--- config.mk ---
export PLATFORM = sky130hd
export DESIGN_NAME = binary_output_module
export DESIGN_NICKNAME = d
export VERILOG_FILES = /design/src/volume_pulse_pkg.sv /design/src/binary_output_module.sv /design/src/pulse_channel.sv
export SDC_FILE = /design/constraint.sdc
export NUM_CORES = 1
export LEC_CHECK = 0
export BUFFER_PORTS_ARGS = -buffer_cell sky130_fd_sc_hd__buf_2
export CORE_MARGIN = 1.5
export CORE_UTILIZATION = 35
export CTS_CLUSTER_SIZE = 16
export DETAILED_ROUTE_END_ITERATION = 10
export GPL_TIMING_DRIVEN = 0
export PLACE_DENSITY = 0.66
export SLEW_MARGIN = 25
export SYNTH_ARGS = -nofsm -noshare
export SYNTH_HDL_FRONTEND = slang
export SYNTH_SLANG_ARGS = --single-unit
--- constraint.sdc ---
create_clock -name clk -period 6.6 [get_ports clk]
set_input_delay 0.66 -clock clk [delete_from_list [all_inputs] [get_ports clk]]
set_output_delay 0.66 -clock clk [all_outputs]
set_load 0.03 [all_outputs]
--- src/volume_pulse_pkg.sv ---
package volume_pulse_pkg;
	localparam int unsigned CHANNELS = 4;
	localparam int unsigned CLK_HZ = 100_000_000;
	localparam int unsigned STEP_MS = 10;
	localparam int unsigned STEP_CYCLES = CLK_HZ / 1000 * STEP_MS;
	localparam int unsigned STEP_CW = 20;
	localparam int unsigned TIME_W = 8;
	localparam int unsigned VOL_W = 30;
	localparam int unsigned RATE_W = 24;
	localparam int unsigned ACC_W = 32;
	localparam int unsigned PEND_W = 8;
	localparam logic [PEND_W-1:0] PEND_MAX = 8'hFF;
	localparam logic [PEND_W-1:0] PEND_RESET = 8'h00;
	localparam logic [TIME_W-1:0] TIME_MIN = 8'h01;

	typedef enum logic [1:0] {
		FUNC_OPEN = 2'b00,
		FUNC_CLOSED = 2'b01,
		FUNC_PULSE = 2'b10
	} out_func_e;

	typedef enum logic [1:0] {
		ST_IDLE = 2'b00,
		ST_PULSE = 2'b01,
		ST_GAP = 2'b10
	} pulse_state_e;
endpackage : volume_pulse_pkg

--- src/binary_output_module.sv ---
`timescale 1ns/1ps
`default_nettype none
module binary_output_module
(
	input wire logic clk,
	input wire logic rst_n,
	input wire logic ce,
	input wire logic flow_sample,
	input wire logic [volume_pulse_pkg::RATE_W-1:0] flow_ml,
	input wire logic [volume_pulse_pkg::CHANNELS*2-1:0] func,
	input wire logic [volume_pulse_pkg::CHANNELS-1:0] invert,
	input wire logic [volume_pulse_pkg::CHANNELS*volume_pulse_pkg::VOL_W-1:0] vol_per_pulse,
	input wire logic [volume_pulse_pkg::CHANNELS*volume_pulse_pkg::TIME_W-1:0] pulse_len,
	input wire logic [volume_pulse_pkg::CHANNELS*volume_pulse_pkg::TIME_W-1:0] gap_len,
	input wire logic [volume_pulse_pkg::CHANNELS-1:0] overflow_clear,
	output logic [volume_pulse_pkg::CHANNELS-1:0] out_closed,
	output logic [volume_pulse_pkg::CHANNELS-1:0] pulse_active,
	output logic [volume_pulse_pkg::CHANNELS*volume_pulse_pkg::PEND_W-1:0] pending,
	output logic [volume_pulse_pkg::CHANNELS-1:0] overflow
);
	import volume_pulse_pkg::*;

	// flow_ml is the volume in ml passed since the last sample strobe
	genvar i;
	generate
		for (i = 0; i < CHANNELS; i++) begin : g_ch
			pulse_channel u_ch (
				.clk(clk),
				.rst_n(rst_n),
				.ce(ce),
				.sample(flow_sample),
				.func(func[i*2 +: 2]),
				.invert(invert[i]),
				.rate_ml(flow_ml),
				.vol_per_pulse(vol_per_pulse[i*VOL_W +: VOL_W]),
				.pulse_len(pulse_len[i*TIME_W +: TIME_W]),
				.gap_len(gap_len[i*TIME_W +: TIME_W]),
				.overflow_clear(overflow_clear[i]),
				.out_closed(out_closed[i]),
				.pulse_active(pulse_active[i]),
				.pending(pending[i*PEND_W +: PEND_W]),
				.overflow(overflow[i])
			);
		end
	endgenerate
endmodule : binary_output_module
`default_nettype wire

--- src/pulse_channel.sv ---
`timescale 1ns/1ps
`default_nettype none
module pulse_channel
(
	input wire logic clk,
	input wire logic rst_n,
	input wire logic ce,
	input wire logic sample,
	input wire logic [1:0] func,
	input wire logic invert,
	input wire logic [volume_pulse_pkg::RATE_W-1:0] rate_ml,
	input wire logic [volume_pulse_pkg::VOL_W-1:0] vol_per_pulse,
	input wire logic [volume_pulse_pkg::TIME_W-1:0] pulse_len,
	input wire logic [volume_pulse_pkg::TIME_W-1:0] gap_len,
	input wire logic overflow_clear,
	output logic out_closed,
	output logic pulse_active,
	output logic [volume_pulse_pkg::PEND_W-1:0] pending,
	output logic overflow
);
	import volume_pulse_pkg::*;

	pulse_state_e state_reg;
	logic [STEP_CW-1:0] step_reg;
	logic step_done;
	logic [ACC_W-1:0] acc_reg;
	logic [ACC_W-1:0] acc_sum;
	logic [TIME_W-1:0] time_reg;
	logic [PEND_W-1:0] pend_reg;
	logic [VOL_W-1:0] vol_eff;
	logic [TIME_W-1:0] plen_eff;
	logic [TIME_W-1:0] glen_eff;
	logic quantum;
	logic owed;
	logic start;
	logic take;
	logic pulse_mode;

	// zero settings are clamped to the smallest legal value
	assign vol_eff = (vol_per_pulse == '0) ? VOL_W'(1) : vol_per_pulse;
	assign plen_eff = (pulse_len == '0) ? TIME_MIN : pulse_len;
	assign glen_eff = (gap_len == '0) ? TIME_MIN : gap_len;
	assign pulse_mode = (func == FUNC_PULSE);
	assign acc_sum = acc_reg + ACC_W'(rate_ml);
	assign quantum = pulse_mode && sample && (acc_sum >= ACC_W'(vol_eff));
	// a gap runs its full length and chains straight into a pulse only with a pulse owed; idle starts on the quantum itself
	assign take = (state_reg == ST_GAP) && step_done && (time_reg <= TIME_MIN) && (pend_reg != '0);
	assign start = (state_reg == ST_IDLE) && (quantum || pend_reg != '0);
	assign owed = quantum && !(start && pend_reg == '0);

	// own 10 ms base per channel: a shared tick would cut the first step short
	assign step_done = (step_reg == STEP_CW'(STEP_CYCLES - 1));

	always_ff @(posedge clk or negedge rst_n) begin
		if (!rst_n) begin
			step_reg <= '0;
		end else if (ce) begin
			if (state_reg == ST_IDLE || step_done) begin
				step_reg <= '0;
			end else begin
				step_reg <= step_reg + 20'h00001;
			end
		end
	end

	always_ff @(posedge clk or negedge rst_n) begin
		if (!rst_n) begin
			acc_reg <= '0;
		end else if (ce) begin
			if (!pulse_mode) begin
				acc_reg <= '0;
			end else if (quantum) begin
				acc_reg <= acc_sum - ACC_W'(vol_eff);
			end else if (sample) begin
				acc_reg <= acc_sum;
			end
		end
	end

	always_ff @(posedge clk or negedge rst_n) begin
		if (!rst_n) begin
			state_reg <= ST_IDLE;
			time_reg <= '0;
		end else if (ce) begin
			case (state_reg)
				ST_IDLE: begin
					if (start) begin
						state_reg <= ST_PULSE;
						time_reg <= plen_eff;
					end
				end
				ST_PULSE: begin
					if (!pulse_mode) begin
						state_reg <= ST_IDLE;
					end else if (step_done) begin
						if (time_reg <= TIME_MIN) begin
							state_reg <= ST_GAP;
							time_reg <= glen_eff;
						end else begin
							time_reg <= time_reg - TIME_MIN;
						end
					end
				end
				ST_GAP: begin
					if (!pulse_mode) begin
						state_reg <= ST_IDLE;
					end else if (take) begin
						state_reg <= ST_PULSE;
						time_reg <= plen_eff;
					end else if (step_done) begin
						if (time_reg <= TIME_MIN) begin
							state_reg <= ST_IDLE;
						end else begin
							time_reg <= time_reg - TIME_MIN;
						end
					end
				end
				default: begin
					state_reg <= ST_IDLE;
				end
			endcase
		end
	end

	// counter holds pulses owed while a pulse cycle runs
	always_ff @(posedge clk or negedge rst_n) begin
		if (!rst_n) begin
			pend_reg <= PEND_RESET;
		end else if (ce) begin
			if (!pulse_mode) begin
				pend_reg <= PEND_RESET;
			end else begin
				case ({owed && pend_reg != PEND_MAX, (take || (start && pend_reg != '0))})
					2'b10: pend_reg <= pend_reg + 8'h01;
					2'b01: pend_reg <= pend_reg - 8'h01;
					default: pend_reg <= pend_reg;
				endcase
			end
		end
	end

	// sticky; a new overflow wins over a clear in the same cycle
	always_ff @(posedge clk or negedge rst_n) begin
		if (!rst_n) begin
			overflow <= 1'b0;
		end else if (ce) begin
			if (owed && pend_reg == PEND_MAX && !(take || start)) begin
				overflow <= 1'b1;
			end else if (overflow_clear) begin
				overflow <= 1'b0;
			end
		end
	end

	always_ff @(posedge clk or negedge rst_n) begin
		if (!rst_n) begin
			out_closed <= 1'b0;
		end else if (ce) begin
			case (func)
				FUNC_CLOSED: out_closed <= 1'b1;
				FUNC_OPEN: out_closed <= 1'b0;
				FUNC_PULSE: out_closed <= (state_reg == ST_PULSE) ^ invert;
				default: out_closed <= 1'b0;
			endcase
		end
	end

	assign pulse_active = (state_reg == ST_PULSE);
	assign pending = pend_reg;
endmodule : pulse_channel
`default_nettype wire

# Yosys cells after proc, flatten, opt, wreduce, memory -nomap -nowiden
# Index checks and enable logic that the tools add are counted.
# Widths: inputs -> output; s select.
# word_totals
regBits	288
out_inout_bits	44
word_cells	392
# classes
add_sub_neg	24
n_lt_le_gt_ge	8
eq_ne	84
mux	120
n_bitwise	4
reduce_logical	124
# ops
op	count
$mux 32	12
$mux 8	44
$add 32x24->32	4
$ge 32x30->1	4
$sub 32x30->32	4
$logic_not 30->1	4
$mux 30	4
$logic_not 8->1	12
$pmux 8 s3	4
$add 20x1->20 const B	4
$eq 20x20->1 const B	4
$mux 20	4
$mux 2	32
$pmux 8 s2	4
$sub 8x1->8 const B	8
$logic_and 1x1->1	48
$ne 3x3->1 const B	12
$add 8x1->8 const B	4
$eq 8x8->1 const B	4
$le 8x1->1 const B	4
$ne 8x8->1 const B	4
$reduce_and 8->1	4
$reduce_bool 8->1	4
$eq 2x1->1 const B	12
18 further kinds	120

# Logic depth before layout (Yosys ltp)
# Gate-level depths: netlist of the first run.
# logic_depth
word_depth	13
depth_mapped	36

# Hierarchy
# A second synthesis of the first run with hierarchy kept.
# hier_totals
hier_cells	3673
area_unflattened_um2	29470.8
# by_module_without_submodules
module	instances	cells_each	area_per_inst_um2	seq_area_each_um2
pulse_channel (g_ch[0].u_ch ...)	2	928	7383.3	1801.7
pulse_channel (g_ch[3].u_ch)	1	935	7624.8	1801.7
pulse_channel (g_ch[2].u_ch)	1	882	7079.3	1801.7

# Worst setup path after synthesis of the first run
# OpenSTA, ideal clock, no wires.
# synth_timing
kind	input-to-reg
startpoint	input port flow_ml[0] (netlist name)
endpoint	register g_ch[1].u_ch.pend_reg[7]
arrival_time_ns	7.107
t_required_ns	6.518
setup_slack_ns	-0.589
path_stages	36
path_buffers	2
path_cell_list	ha_1 inv_1 fa_1 nor2b_1 o31a_1 o21bai_1 o211a_1 o31ai_2 a21o_1 a21oi_1 o31ai_1 a21oi_1 or3_1 xnor2_1 ha_1 and3_1 nand3_1 inv_1 a221oi_1 a21bo_2 and3_1 a31oi_4 buf_2 buf_2 o211ai_1 ha_1 ha_1 a21o_1 a21o_1 a21o_1 a21oi_1 o21bai_1 a21oi_1 xor2_1 a21oi_1 o22ai_1
# synth_via
elab_chain_len	12
elab_cells_between_ends	17
classes_between	add/sub: 1; order compare: 1; eq/ne: 3; mux: 2; reduce/logical: 10
# synth_rtl
item	line	source
from (decl)	binary_output_module.sv:9	input wire logic [volume_pulse_pkg::RATE_W-1:0] flow_ml,
$add 32x24->32 (*)	pulse_channel.sv:44	assign acc_sum = acc_reg + ACC_W'(rate_ml);
$ge 32x30->1 (*)	pulse_channel.sv:45	assign quantum = pulse_mode && sample && (acc_sum >= ACC_W'(vol_eff));
$logic_and 1x1->1 (*)	pulse_channel.sv:45	
$logic_or 1x1->1	pulse_channel.sv:48	assign start = (state_reg == ST_IDLE) && (quantum || pend_reg != '0);
$logic_and 1x1->1	pulse_channel.sv:48	
$logic_and 1x1->1	pulse_channel.sv:49	assign owed = quantum && !(start && pend_reg == '0);
$logic_not 1->1	pulse_channel.sv:49	
$logic_and 1x1->1	pulse_channel.sv:49	
$logic_and 1x1->1	pulse_channel.sv:133	case ({owed && pend_reg != PEND_MAX, (take || (start && pend_reg != '0))})
$eq 2x1->1 or $eq 2x2->1 (tied branches)	pulse_channel.sv:133	
$pmux 8 s2 or $ne 3x3->1 (tied branches)	n/a	
$mux 8 or $reduce_and 2->1 (tied branches)	n/a	
to (signal assigned)	pulse_channel.sv:134	2'b10: pend_reg <= pend_reg + 8'h01;
to (signal assigned)	pulse_channel.sv:135	2'b01: pend_reg <= pend_reg - 8'h01;
to (signal assigned)	pulse_channel.sv:136	default: pend_reg <= pend_reg;
to (decl)	pulse_channel.sv:29	logic [PEND_W-1:0] pend_reg;
# Mark *: on every way between the ends. The rest lies on a longest branch, timed or not.
# A chain may end at the register's enable or synchronous reset.

# Worst setup path after layout of the first run
# layout_timing
startpoint	register g_ch[3].u_ch.acc_reg[1]
endpoint	register g_ch[3].u_ch.pend_reg[7]
# layout_via
elab_chain_len	12
elab_cells_between_ends	17
classes_between	add/sub: 1; order compare: 1; eq/ne: 3; mux: 2; reduce/logical: 10
# layout_rtl
item	line	source
from (decl)	pulse_channel.sv:26	logic [ACC_W-1:0] acc_reg;
from (signal assigned)	pulse_channel.sv:73	acc_reg <= acc_sum - ACC_W'(vol_eff);
from (signal assigned)	pulse_channel.sv:75	acc_reg <= acc_sum;
$add 32x24->32 (*)	pulse_channel.sv:44	
$ge 32x30->1 (*)	pulse_channel.sv:45	
$logic_and 1x1->1 (*)	pulse_channel.sv:45	
$logic_or 1x1->1	pulse_channel.sv:48	
$logic_and 1x1->1	pulse_channel.sv:48	
$logic_and 1x1->1	pulse_channel.sv:49	
$logic_not 1->1	pulse_channel.sv:49	
$logic_and 1x1->1	pulse_channel.sv:49	
$logic_and 1x1->1	pulse_channel.sv:133	
$eq 2x1->1 or $eq 2x2->1 (tied branches)	pulse_channel.sv:133	
$pmux 8 s2 or $ne 3x3->1 (tied branches)	n/a	
$mux 8 or $reduce_and 2->1 (tied branches)	n/a	
to (signal assigned)	pulse_channel.sv:134	
to (signal assigned)	pulse_channel.sv:135	
to (signal assigned)	pulse_channel.sv:136	
to (decl)	pulse_channel.sv:29	
# Marked as above.

==> summary.md, run 1 <==
| Metric | Value |
|---|---|
| Synth area leader | dfrtp_1 |
| CTS sink count | 288 |
| Violated checks | negative setup slack |
| Final Instance Area | 33700 um^2 |
| CP required | 7110 ps |
| Placeable Area | 80800 um^2 |
| CP arrival | 7150 ps |
| Ys async rst share | 100% |
| Area contributors post-synth | dfrtp_1 25%, ha_1 12%, xnor2_1 5.6%, o21ai_0 5.2%, nand2_1 5.1% |
| Share of post-route cells with drive strength above 1 | 13.9% |
| Cell with the most instances after synthesis | nand2_1 |
| CP endpoint kind | flop |
| DR vias | 27700 |
| Tmin final | 6630 ps |
| Synth Register Bits | 288 |
| Yosys top cell area share | 25.2% |
| Max-slew headroom | 30.2% |
| Synthesized area | 28600 um^2 |
| Worst-Margin Slew | 1050 ps |
| Detailed-router iteration count before antenna repair | 8 |
| DR iter-0 viols | 1949 |
| Die Ht | 289 um |
| Vias in the first global route | 26100 |
| Placed cell areas | 31600 um^2 |
| I/O pins | 272 |
| First-pass GRT wire length | 142 mm |
| Crit Path Category | flop to flop |
| Port Buffer Count | 271 |
| Mapped Cells | 3597 |
| R2R Setup Slk | -30 ps |
| Slowest cell on crit path | or3_1 |
| Setup-failing EPs final | 2 |
| Post-detail-place hpwl | 70.2 mm |
| Root buf cell | clkbuf_16 |
| H-tree levels | 2 |
| WL final | 92.2 mm |
| Post-route ant nets | 0 |
| DIE AREA | 83500 um^2 |
| Mean post-synth cell area | 7.96 um^2 |
| Largest register FFs | 128 |
| CP peak stage delay | 440 ps |
| TritonCTS clock tree | yes |
| Max-slew violations | 0 |
| Drt drc | 0 |
| Drt via density | 5.47 |
| Fin crit share | 101% |
| Area Growth Syn to Fin | 17.8% |
| Critical Path Start Type | flop |
| Nets | 4478 |
| RR Startpoint | g_ch[3].u_ch.acc_reg[1]$_DFFE_PN0P_ |
| Final setup margin | -34.1 ps |
| Worst Skew | 41.6 ps |
| Crit path max fanout | 8 |
| Site Rows | 104 |
| GRT Total Usage | 21.4% |
| DP Worst Slack | -1940 ps |
| Main synth FF type | dfrtp_1 |
| P_leak | 16.0 nW |
| Max Cap Viol | 0 |
| Grt ovf | 0 |
| CTS clock-pin slew for the worst setup and hold paths | 60 ps |
| Post-synth EDFFs | 0 |
| Fmax | 151 MHz |
| Antenna violations before repair | 10 |
| Insertion delay to the later sink of the worst-skew pair | 610 ps |
| Sequential area share after synthesis | 25.2% |
| R2r worst-path depth | 31 |
| Synth unique cells | 83 |
| Syn Nets | 4117 |
| Die extent in x | 289 um |
| CTS max path bufs | 3 |
| Max VDD drop | 271 uV |
| Yosys warnings | 0 |
| Final Hold Vio Count | 0 |
| Worst setup startpoint | g_ch[3].u_ch.acc_reg[1]$_DFFE_PN0P_ |
| Status | finished with violations |
| TritonCTS buffer count | 40 |
| RSZ-0062 raised after global routing | yes |
| Worst reg2reg endpoint | g_ch[3].u_ch.pending[7]$_DFFE_PN0P_ |
| PwrDens | 283 nW/um^2 |
| Worst Hold Class | input pin to asynchronous set/reset pin |
| Largest net degree at the start of global routing | 82 |
| Gpl congestion | 0.918 |
| Most frequent cells after synthesis | 386 x nand2_1, 299 x o21ai_0, 288 x dfrtp_1 |
| Initial Utilization | 35.4% |
| DR WL/cell | 18.3 um |
repair_timing:
action | CTS | global route
endpoints found under the hold margin | 0 | 0
gates cloned | 1 | 0
gates resized for setup | 49 | 46
hold buffers | 0 | 0
setup endpoints to repair | 28 | 11
buffers inserted | 27 | 25
pin swaps | 29 | 64
power by group:
part	total (W)	internal (W)	leakage [nW]	switching (W)
registers	0.00233	0.00202	3.92	0.000308
clock network	0.00235	0.00142	0.689	0.000923
logic	0.00488	0.00205	11.4	0.00283
worst max-delay path: cells and delay by family, from the launching register on:
family                     cells  cell delay (ps)
buffers and inverters          1              150
and+or+nand+nor                7             1220
DFF                            1              400
xor gates and xnor gates       2              320
adders and majority gates      4             1180
AOI/OAI and AO/OA             17             3280
area by class of cell:
class                   count  area [um^2]
diodes                      5         12.5
plain buffers             108          513
clock buffers              57         1150
clock inverters            15          254
fillers                  8164        47100
inverters                 250          942
multi-input cells        2943        20500
flip-flops and latches    288         7210
well taps                1060         1330
repair buffers            327         1880
how the worst max path moves through the flow:
stage | endpoint | depth (start not counted)
after CTS | g_ch[3].u_ch.pending[7]$_DFFE_PN0P_ | 31
after global routing | g_ch[3].u_ch.pending[7]$_DFFE_PN0P_ | 34
after global placement | g_ch[2].u_ch.pending[7]$_DFFE_PN0P_ | 33
after floorplan | g_ch[1].u_ch.pending[7]$_DFFE_PN0P_ | 35
after detailed placement | g_ch[2].u_ch.pending[7]$_DFFE_PN0P_ | 33
final | g_ch[3].u_ch.pending[7]$_DFFE_PN0P_ | 31
stage by stage:
stage	hold slack [ps]	TNS (ps)	power [W]	util (%)	instances
floorplan	364	-567	0.00587	-	3597
global placement	466	-357220	0.00691	38.9	4928
detailed placement	475	-48130	0.00701	39.1	4932
CTS	83.0	-6.75	0.00950	41.3	5026
global route	101	-1040	0.0103	41.7	5050
finish	84.9	-52.9	0.00956	41.8	5053
cell families after synthesis:
kind of cell             Yosys count  share of synthesized area (%)
buffers and inverters            367                           5.09
multiplexers                     119                           4.37
AND/OR/NAND/NOR                 1173                           19.7
AO/OA/AOI/OAI                   1048                           23.1
flip-flops                       288                           25.2
XOR/XNOR                         310                           9.48
adder cells (fa/ha/maj)          292                           13.1
per-layer routing:
metal / part of all wire (%) / GRT usage (%) / vias up
li1: - / - / 13700
met1: 44 / 28.3 / 13000
met2: 45 / 34.7 / 788
met3: 6.3 / 3.67 / 171
met4: 4.1 / 8.55 / 2
met5: 0.014 / 0 / -
layout by cell type, fill, tap and decap left out, types with 30 or more instances in the layout:
| cell | Yosys | routed |
|---|---|---|
| nand2_1 | 386 | 385 |
| o21ai_0 | 299 | 289 |
| dfrtp_1 | 288 | 288 |
| buf_2 | 15 | 277 |
| nor2_1 | 275 | 272 |
| ha_1 | 280 | 267 |
| inv_1 | 249 | 246 |
| a21oi_1 | 257 | 243 |
| xnor2_1 | 182 | 179 |
| a21o_1 | 136 | 136 |
| xor2_1 | 128 | 128 |
| mux2i_1 | 97 | 97 |
| nand3_1 | 88 | 87 |
| clkbuf_1 | 79 | 80 |
| buf_4 | 14 | 67 |
| nor3_1 | 71 | 65 |
| nand4_1 | 62 | 62 |
| nor4_1 | 61 | 58 |
| o21a_1 | 51 | 51 |
| a22o_1 | 40 | 40 |
| clkbuf_16 | 0 | 40 |
| and3_1 | 41 | 39 |
| nor2b_1 | 37 | 34 |
| nand2b_1 | 30 | 30 |
Power figures use the tool's default switching activity.
==> run 2, diff against run 1 <==
--- a/config.mk
+++ b/config.mk
@@ -5,13 +5,13 @@
 export SDC_FILE = /design/constraint.sdc
 export NUM_CORES = 1
 export LEC_CHECK = 0
-export BUFFER_PORTS_ARGS = -buffer_cell sky130_fd_sc_hd__buf_2
 export CORE_MARGIN = 1.5
 export CORE_UTILIZATION = 35
 export CTS_CLUSTER_SIZE = 16
 export DETAILED_ROUTE_END_ITERATION = 10
+export DONT_BUFFER_PORTS = 1
 export GPL_TIMING_DRIVEN = 0
-export PLACE_DENSITY = 0.66
+export PLACE_DENSITY = 0.63
 export SLEW_MARGIN = 25
 export SYNTH_ARGS = -nofsm -noshare
 export SYNTH_HDL_FRONTEND = slang
==> run 2 against run 1 <==
Effect of this change:
- the run ends with negative hold slack left
- non-clock buffer count shrank 261
- maximum frequency rose by 0.72%
- routed wire length decreased by 2.1%
- register-to-register slack improved by 50 ps
- worst setup slack improved by 47 ps
- critical path depth up 3
- first-iteration DRC count shrank 19%
- via count is 4.0% lower
- die area unchanged
- utilization fell by 1.8 points
==> summary.md, run 2 (synthesized netlist as in run 1, its figures left out) <==
| Metric | Value |
|---|---|
| Violated checks | negative hold slack |
| DR vias | 26500 |
| Fmax | 152 MHz |
| Hold Slack | -204 ps |
| WL final | 90.3 mm |
| P_leak | 14.9 nW |
| RSZ-0062 raised after global routing | yes |
| Largest net degree at the start of global routing | 289 |
| NetSw | 0.00387 W |
| PwrDens | 288 nW/um^2 |
| Comb pwr share | 48.3% |
| Insertion delay to the later sink of the worst-skew pair | 570 ps |
| Antenna violations before repair | 6 |
| H-tree levels | 2 |
| Commonest non-fill, non-tap cell in the layout | nand2_1 |
| Vias in the first global route | 25400 |
| Worst Skew | 17.3 ps |
| Final Instance Area | 32300 um^2 |
| Crit Path Category | flop to flop |
| Post-route ant nets | 0 |
| R2r worst-path depth | 34 |
| First-pass GRT wire length | 139 mm |
| Root buf cell | clkbuf_16 |
| TritonCTS buffer count | 41 |
| Clock power frac | 25.0% |
| DR iter-0 viols | 1578 |
| Status | finished with violations |
| Die extent in x | 289 um |
| I/O pins | 272 |
| Net Sw Frac | 41.6% |
| Setup-failing EPs final | 0 |
| Share of post-route cells with drive strength above 1 | 7.54% |
| Site Rows | 104 |
| Grt ovf | 0 |
| TritonCTS clock tree | yes |
| Worst-Margin Slew | 1020 ps |
| Placed cell areas | 30100 um^2 |
| Detailed-router iteration count before antenna repair | 5 |
| CP peak stage delay | 410 ps |
| Most frequent cells in the layout | 385 x nand2_1, 289 x o21ai_0, 288 x dfrtp_1, 273 x nor2_1, 269 x ha_1 |
| CP required | 7080 ps |
| Max Cap Viol | 0 |
| Critical Path Start Type | flop |
| RR Startpoint | g_ch[1].u_ch.acc_reg[0]$_DFFE_PN0P_ |
| Internal | 0.00544 W |
| Port Buffer Count | 0 |
| Core Util, Final | 40.0% |
| Max VDD drop | 237 uV |
| DIE AREA | 83500 um^2 |
| Drt via density | 5.54 |
| CP endpoint kind | flop |
| R2R Setup Slk | 10 ps |
| Largest register FFs | 128 |
| Worst Hold Class | input pin to asynchronous set/reset pin |
| Fin crit share | 99.8% |
| Drt drc | 0 |
| CTS max path bufs | 3 |
| Max-slew violations | 0 |
| Area Growth Syn to Fin | 12.8% |
| Final Hold Vio Count | 288 |
| GRT Total Usage | 21.1% |
| Slowest cell on crit path | or3_4 |
| Die Ht | 289 um |
| Placeable Area | 80800 um^2 |
| Crit path max fanout | 5 |
| CP arrival | 7070 ps |
| Post-detail-place hpwl | 68.6 mm |
| Tmin final | 6590 ps |
| DR WL/cell | 18.9 um |
| Worst reg2reg endpoint | g_ch[1].u_ch.pending[7]$_DFFE_PN0P_ |
| Initial Utilization | 35.4% |
| Sequential share of power | 26.7% |
| CTS sink count | 288 |
| Gpl congestion | 0.917 |
| Max-slew headroom | 32.3% |
| Nets | 4218 |
| CTS clock-pin slew for the worst setup and hold paths | 50 ps |
| Fin Setup TNS | 0 ps |
## run 2: cell count changes in the layout (fill, tap and decap cells not counted), moves of 3 or more
cell      delta
buf_2      -268
buf_16       -4
diode_2      -3
buf_4       +14
clkinv_2     -3
## run 2: per-stage QoR
step / power, W / instances / setup slack, ps
after detailed placement: 0.00676 / 4657 / -1880
final: 0.00932 / 4789 / 13.2
after CTS: 0.00927 / 4761 / 2.15
after global routing: 0.0100 / 4787 / -300
after global placement: 0.00669 / 4657 / -1850
after floorplan: 0.00587 / 3597 / -334
## run 2: per-layer routing
metal	global-route usage [%]	wire length [um]	part of all wire, %
met5	0	30	0.033
met2	34.6	40900	45
met3	3.28	4750	5.3
met1	27.8	40800	45
met4	8.18	3770	4.2
## run 2: layout make-up
type / count / area, um^2
inverters: 250 / 938
diodes: 2 / 5.00
well taps: 1060 / 1330
flip-flops and latches: 288 / 7210
fillers: 8183 / 48500
clock inverters: 11 / 190
clock buffers: 61 / 1200
repair buffers: 66 / 495
plain buffers: 108 / 515
multi-input cells: 2943 / 20400
## run 2: how the worst max path moves through the flow
| stage | to | cells past startpoint | slack [ps] | startpoint |
|---|---|---|---|---|
| CTS | g_ch[1].u_ch.pending[7]$_DFFE_PN0P_ | 32 | 2 | g_ch[1].u_ch.acc_reg[6]$_DFFE_PN0P_ |
| global route | g_ch[1].u_ch.pending[7]$_DFFE_PN0P_ | 34 | -300 | g_ch[1].u_ch.acc_reg[0]$_DFFE_PN0P_ |
| detailed placement | g_ch[3].u_ch.pending[7]$_DFFE_PN0P_ | 34 | -1880 | flow_ml[1] |
| global placement | g_ch[3].u_ch.pending[7]$_DFFE_PN0P_ | 34 | -1850 | flow_ml[1] |
| finish | g_ch[1].u_ch.pending[7]$_DFFE_PN0P_ | 34 | 10 | g_ch[1].u_ch.acc_reg[0]$_DFFE_PN0P_ |
| floorplan | g_ch[1].u_ch.pending[7]$_DFFE_PN0P_ | 35 | -330 | flow_ml[1] |
## run 2: repair_timing
action | 4_1_cts | 5_1_grt
hold endpoints to repair | 288 | 288
gates resized for setup | 47 | 40
pin swaps | 35 | 71
setup buffers | 37 | 30
setup endpoints to repair | 28 | 12
cloned | 1 | 0
## run 2: power by group through the flow
| stage | Clock [W] | Combinational (W) | Sequential (W) |
|---|---|---|---|
| after floorplan | 0 | 0.00346 | 0.00241 |
| after CTS | 0.00240 | 0.00439 | 0.00248 |
| after global routing | 0.00247 | 0.00503 | 0.00253 |
| final | 0.00233 | 0.00450 | 0.00249 |
| after global placement | 0 | 0.00419 | 0.00250 |
| after detailed placement | 0 | 0.00425 | 0.00251 |
## run 2: worst max-delay path: cells and delay by family (launching register included)
| kind | cells | cell delay, ps |
|---|---|---|
| buf+inv | 2 | 100 |
| xor+xnor | 2 | 360 |
| fa+ha+maj | 5 | 1210 |
| simple gates | 5 | 1000 |
| compound gates | 20 | 3400 |
| flops | 1 | 400 |
==> run 3, diff against run 2 <==
--- a/config.mk
+++ b/config.mk
@@ -12,7 +12,7 @@
 export DONT_BUFFER_PORTS = 1
 export GPL_TIMING_DRIVEN = 0
 export PLACE_DENSITY = 0.63
-export SLEW_MARGIN = 25
 export SYNTH_ARGS = -nofsm -noshare
 export SYNTH_HDL_FRONTEND = slang
+export SYNTH_HIERARCHICAL = 1
 export SYNTH_SLANG_ARGS = --single-unit
==> run 3 against run 2 <==
Effect of this change:
- the run still ends with negative hold slack left
- design area up 1.4%
- cell count is 1.4% higher
- sequential share of layout area is 0.31 points lower
- clock skew rose by 3.1 ps
- utilization is 0.76 points lower
- global-route usage fell by 0.65 points
- sequential cell count stayed put
- critical endpoint is now g_ch[2].u_ch/pending[7]$_DFFE_PN0P_
- critical path depth decreased by 3
==> summary.md, run 3 <==
| Metric | Value |
|---|---|
| CTS clock-pin slew for the worst setup and hold paths | 60 ps |
| Mean post-synth cell area | 8.02 um^2 |
| R2R Setup Slk | 210 ps |
| Status | finished with violations |
| Detailed-router iteration count before antenna repair | 5 |
| CP endpoint kind | flop |
| Core Util, Final | 39.2% |
| Most frequent cells after synthesis | 344 x nand2_1, 295 x a21oi_1, 288 x dfrtp_1 |
| Drt drc | 0 |
| Insertion delay to the later sink of the worst-skew pair | 580 ps |
| Tmin final | 6390 ps |
| DR vias | 27400 |
| GRT Total Usage | 20.4% |
| Syn Nets | 4189 |
| Antenna violations before repair | 2 |
| Most frequent cells in the layout | 344 x nand2_1, 288 x dfrtp_1, 278 x nor2_1, 272 x a21oi_1, 271 x o21ai_0 |
| Grt ovf | 0 |
| Setup-failing EPs final | 0 |
| Synth area leader | dfrtp_1 |
| CTS sink count | 288 |
| Placeable Area | 83600 um^2 |
| Site Rows | 106 |
| Hold Slack | -204 ps |
| Mapped Cells | 3673 |
| Cell with the most instances after synthesis | nand2_1 |
| GR Util met2 | 33.2% |
| Post-detail-place hpwl | 69.2 mm |
| TritonCTS clock tree | yes |
| Nets | 4262 |
| Final setup margin | 208 ps |
| Largest register FFs | 128 |
| Share of post-route cells with drive strength above 1 | 7.97% |
| DR WL/cell | 18.8 um |
| DP Worst Slack | -1350 ps |
| Slowest cell on crit path | or4_4 |
| TritonCTS buffer count | 40 |
| Port Buffer Count | 0 |
| CP required | 7060 ps |
| Main synth FF type | dfrtp_1 |
| Post-route ant nets | 0 |
| Root buf cell | clkbuf_16 |
| WL final | 91.1 mm |
| Vias in the first global route | 25700 |
| GR Util met3 | 3.20% |
| Die extent in x | 293 um |
| Area contributors post-synth | dfrtp_1 24%, ha_1 12%, xnor2_1 5.2%, a21oi_1 5.0%, o21ai_0 4.8% |
| Final Instance Area | 32800 um^2 |
| Synth unique cells | 103 |
| Yosys top cell area share | 24.5% |
| Gpl congestion | 0.915 |
| Crit path max fanout | 5 |
| Drt via density | 5.65 |
| Max-slew violations | 0 |
| CTS max path bufs | 3 |
| Ys async rst share | 100% |
| DR iter-0 viols | 1732 |
| Multi-input logic area | 21200 um^2 |
| Initial Utilization | 35.3% |
| Synthesized area | 29500 um^2 |
| H-tree levels | 2 |
| Critical Path Start Type | flop |
| Max-slew headroom | 30.8% |
| Largest net degree at the start of global routing | 289 |
| P_leak | 15.0 nW |
| Fill cells | 8566 |
| I/O pins | 272 |
| Commonest non-fill, non-tap cell in the layout | nand2_1 |
| Placed cell areas | 30800 um^2 |
| DIE AREA | 86000 um^2 |
| Gr busiest metal | met2 |
| Crit Path Category | flop to flop |
| Post-synth EDFFs | 0 |
| Yosys warnings | 6 |
| First-pass GRT wire length | 141 mm |
| Fmax | 156 MHz |
| CP peak stage delay | 450 ps |
| CP arrival | 6850 ps |
| Synth Register Bits | 288 |
| Fin Setup TNS | 0 ps |
| Worst-Margin Slew | 1030 ps |
| Max VDD drop | 176 uV |
| Max Cap Viol | 0 |
| Die Ht | 293 um |
| Register area | 7210 um^2 |
| Violated checks | negative hold slack |
| Worst Hold Class | input pin to asynchronous set/reset pin |
| Sequential area share after synthesis | 24.5% |
| Area Growth Syn to Fin | 11.2% |
| Worst Skew | 20.4 ps |
| Final Hold Vio Count | 288 |
| Grt met1 use | 27.8% |
| PwrDens | 237 nW/um^2 |
| Fin crit share | 96.9% |
| Total Power | 0.00778 W |
run 3: cell types whose count changed after synthesis, sizes merged, moves of 11 or more:
cell	change
o211ai	+24
o21a	-16
a22o	+15
mux2	+12
a21oi	+42
buf	-11
a21o	-38
o22ai	-15
nor2b	-12
mux2i	-25
a211oi	+16
nand2	-42
nand3	+30
run 3: path summary, 6_finish.rpt:
kind	start	end	cells after the start
min reg2reg	g_ch[3].u_ch/acc_reg[3]$_DFFE_PN0P_	g_ch[3].u_ch/acc_reg[3]$_DFFE_PN0P_	2
max reg2reg	g_ch[2].u_ch/acc_reg[0]$_DFFE_PN0P_	g_ch[2].u_ch/pending[7]$_DFFE_PN0P_	31
max	g_ch[2].u_ch/acc_reg[0]$_DFFE_PN0P_	g_ch[2].u_ch/pending[7]$_DFFE_PN0P_	31
min	rst_n	g_ch[2].u_ch/acc_reg[31]$_DFFE_PN0P_	0
min in group clk	overflow_clear[2]	g_ch[2].u_ch/overflow$_DFFE_PN0P_	3
max in group asynchronous	rst_n	g_ch[1].u_ch/acc_reg[9]$_DFFE_PN0P_	0
run 3: layout make-up:
class | instances | area share [%]
repair buffers | 31 | 0.710
multi-input cells | 3015 | 64.7
flip-flops and latches | 288 | 22.0
inverters | 261 | 2.99
clock buffers | 56 | 3.49
well taps | 1080 | 4.12
plain buffers | 109 | 1.49
diodes | 1 | 0.00764
clock inverters | 17 | 0.477
run 3: repair_timing:
| item | CTS | global route |
|---|---|---|
| endpoints found under the setup margin | 13 | 8 |
| hold endpoints to repair | 288 | 288 |
| buffers inserted | 4 | 27 |
| pin swaps | 6 | 37 |
| resized for setup | 34 | 62 |
run 3: stage by stage:
step                      hold WS (ps)  cells
after global routing              -232   4857
after CTS                         -245   4830
final                             -204   4858
after detailed placement           386   4753
after global placement             385   4753
after floorplan                    364   3673
run 3: kinds of logic after synthesis:
logic type	after synthesis	share of synthesized area, %
multiplexers	106	3.79
AO/OA/AOI/OAI	1129	25.3
adder cells (fa/ha/maj)	288	12.5
flip-flops	288	24.5
buffers and inverters	370	4.98
XOR/XNOR	310	9.26
AND/OR/NAND/NOR	1182	19.7
run 3: power breakdown:
group	internal [W]	switching, W
registers	0.00196	0.000212
logic	0.00140	0.00202
clock network	0.00129	0.000904
run 3: layer usage:
metal	wire length [um]	vias up	part of all wire [%]
met5	13	-	0.014
met4	2870	2	3.2
met3	4880	132	5.4
met2	40900	698	45
met1	42500	13000	47
li1	-	13600	-
run 3: worst max-delay path: cells and delay by family (launching register included):
family / cells / cell delay [ps]
buf+inv: 3 / 320
xor+xnor: 1 / 80
compound gates: 16 / 2700
flops: 1 / 360
fa+ha+maj: 4 / 1150
simple gates: 7 / 1660
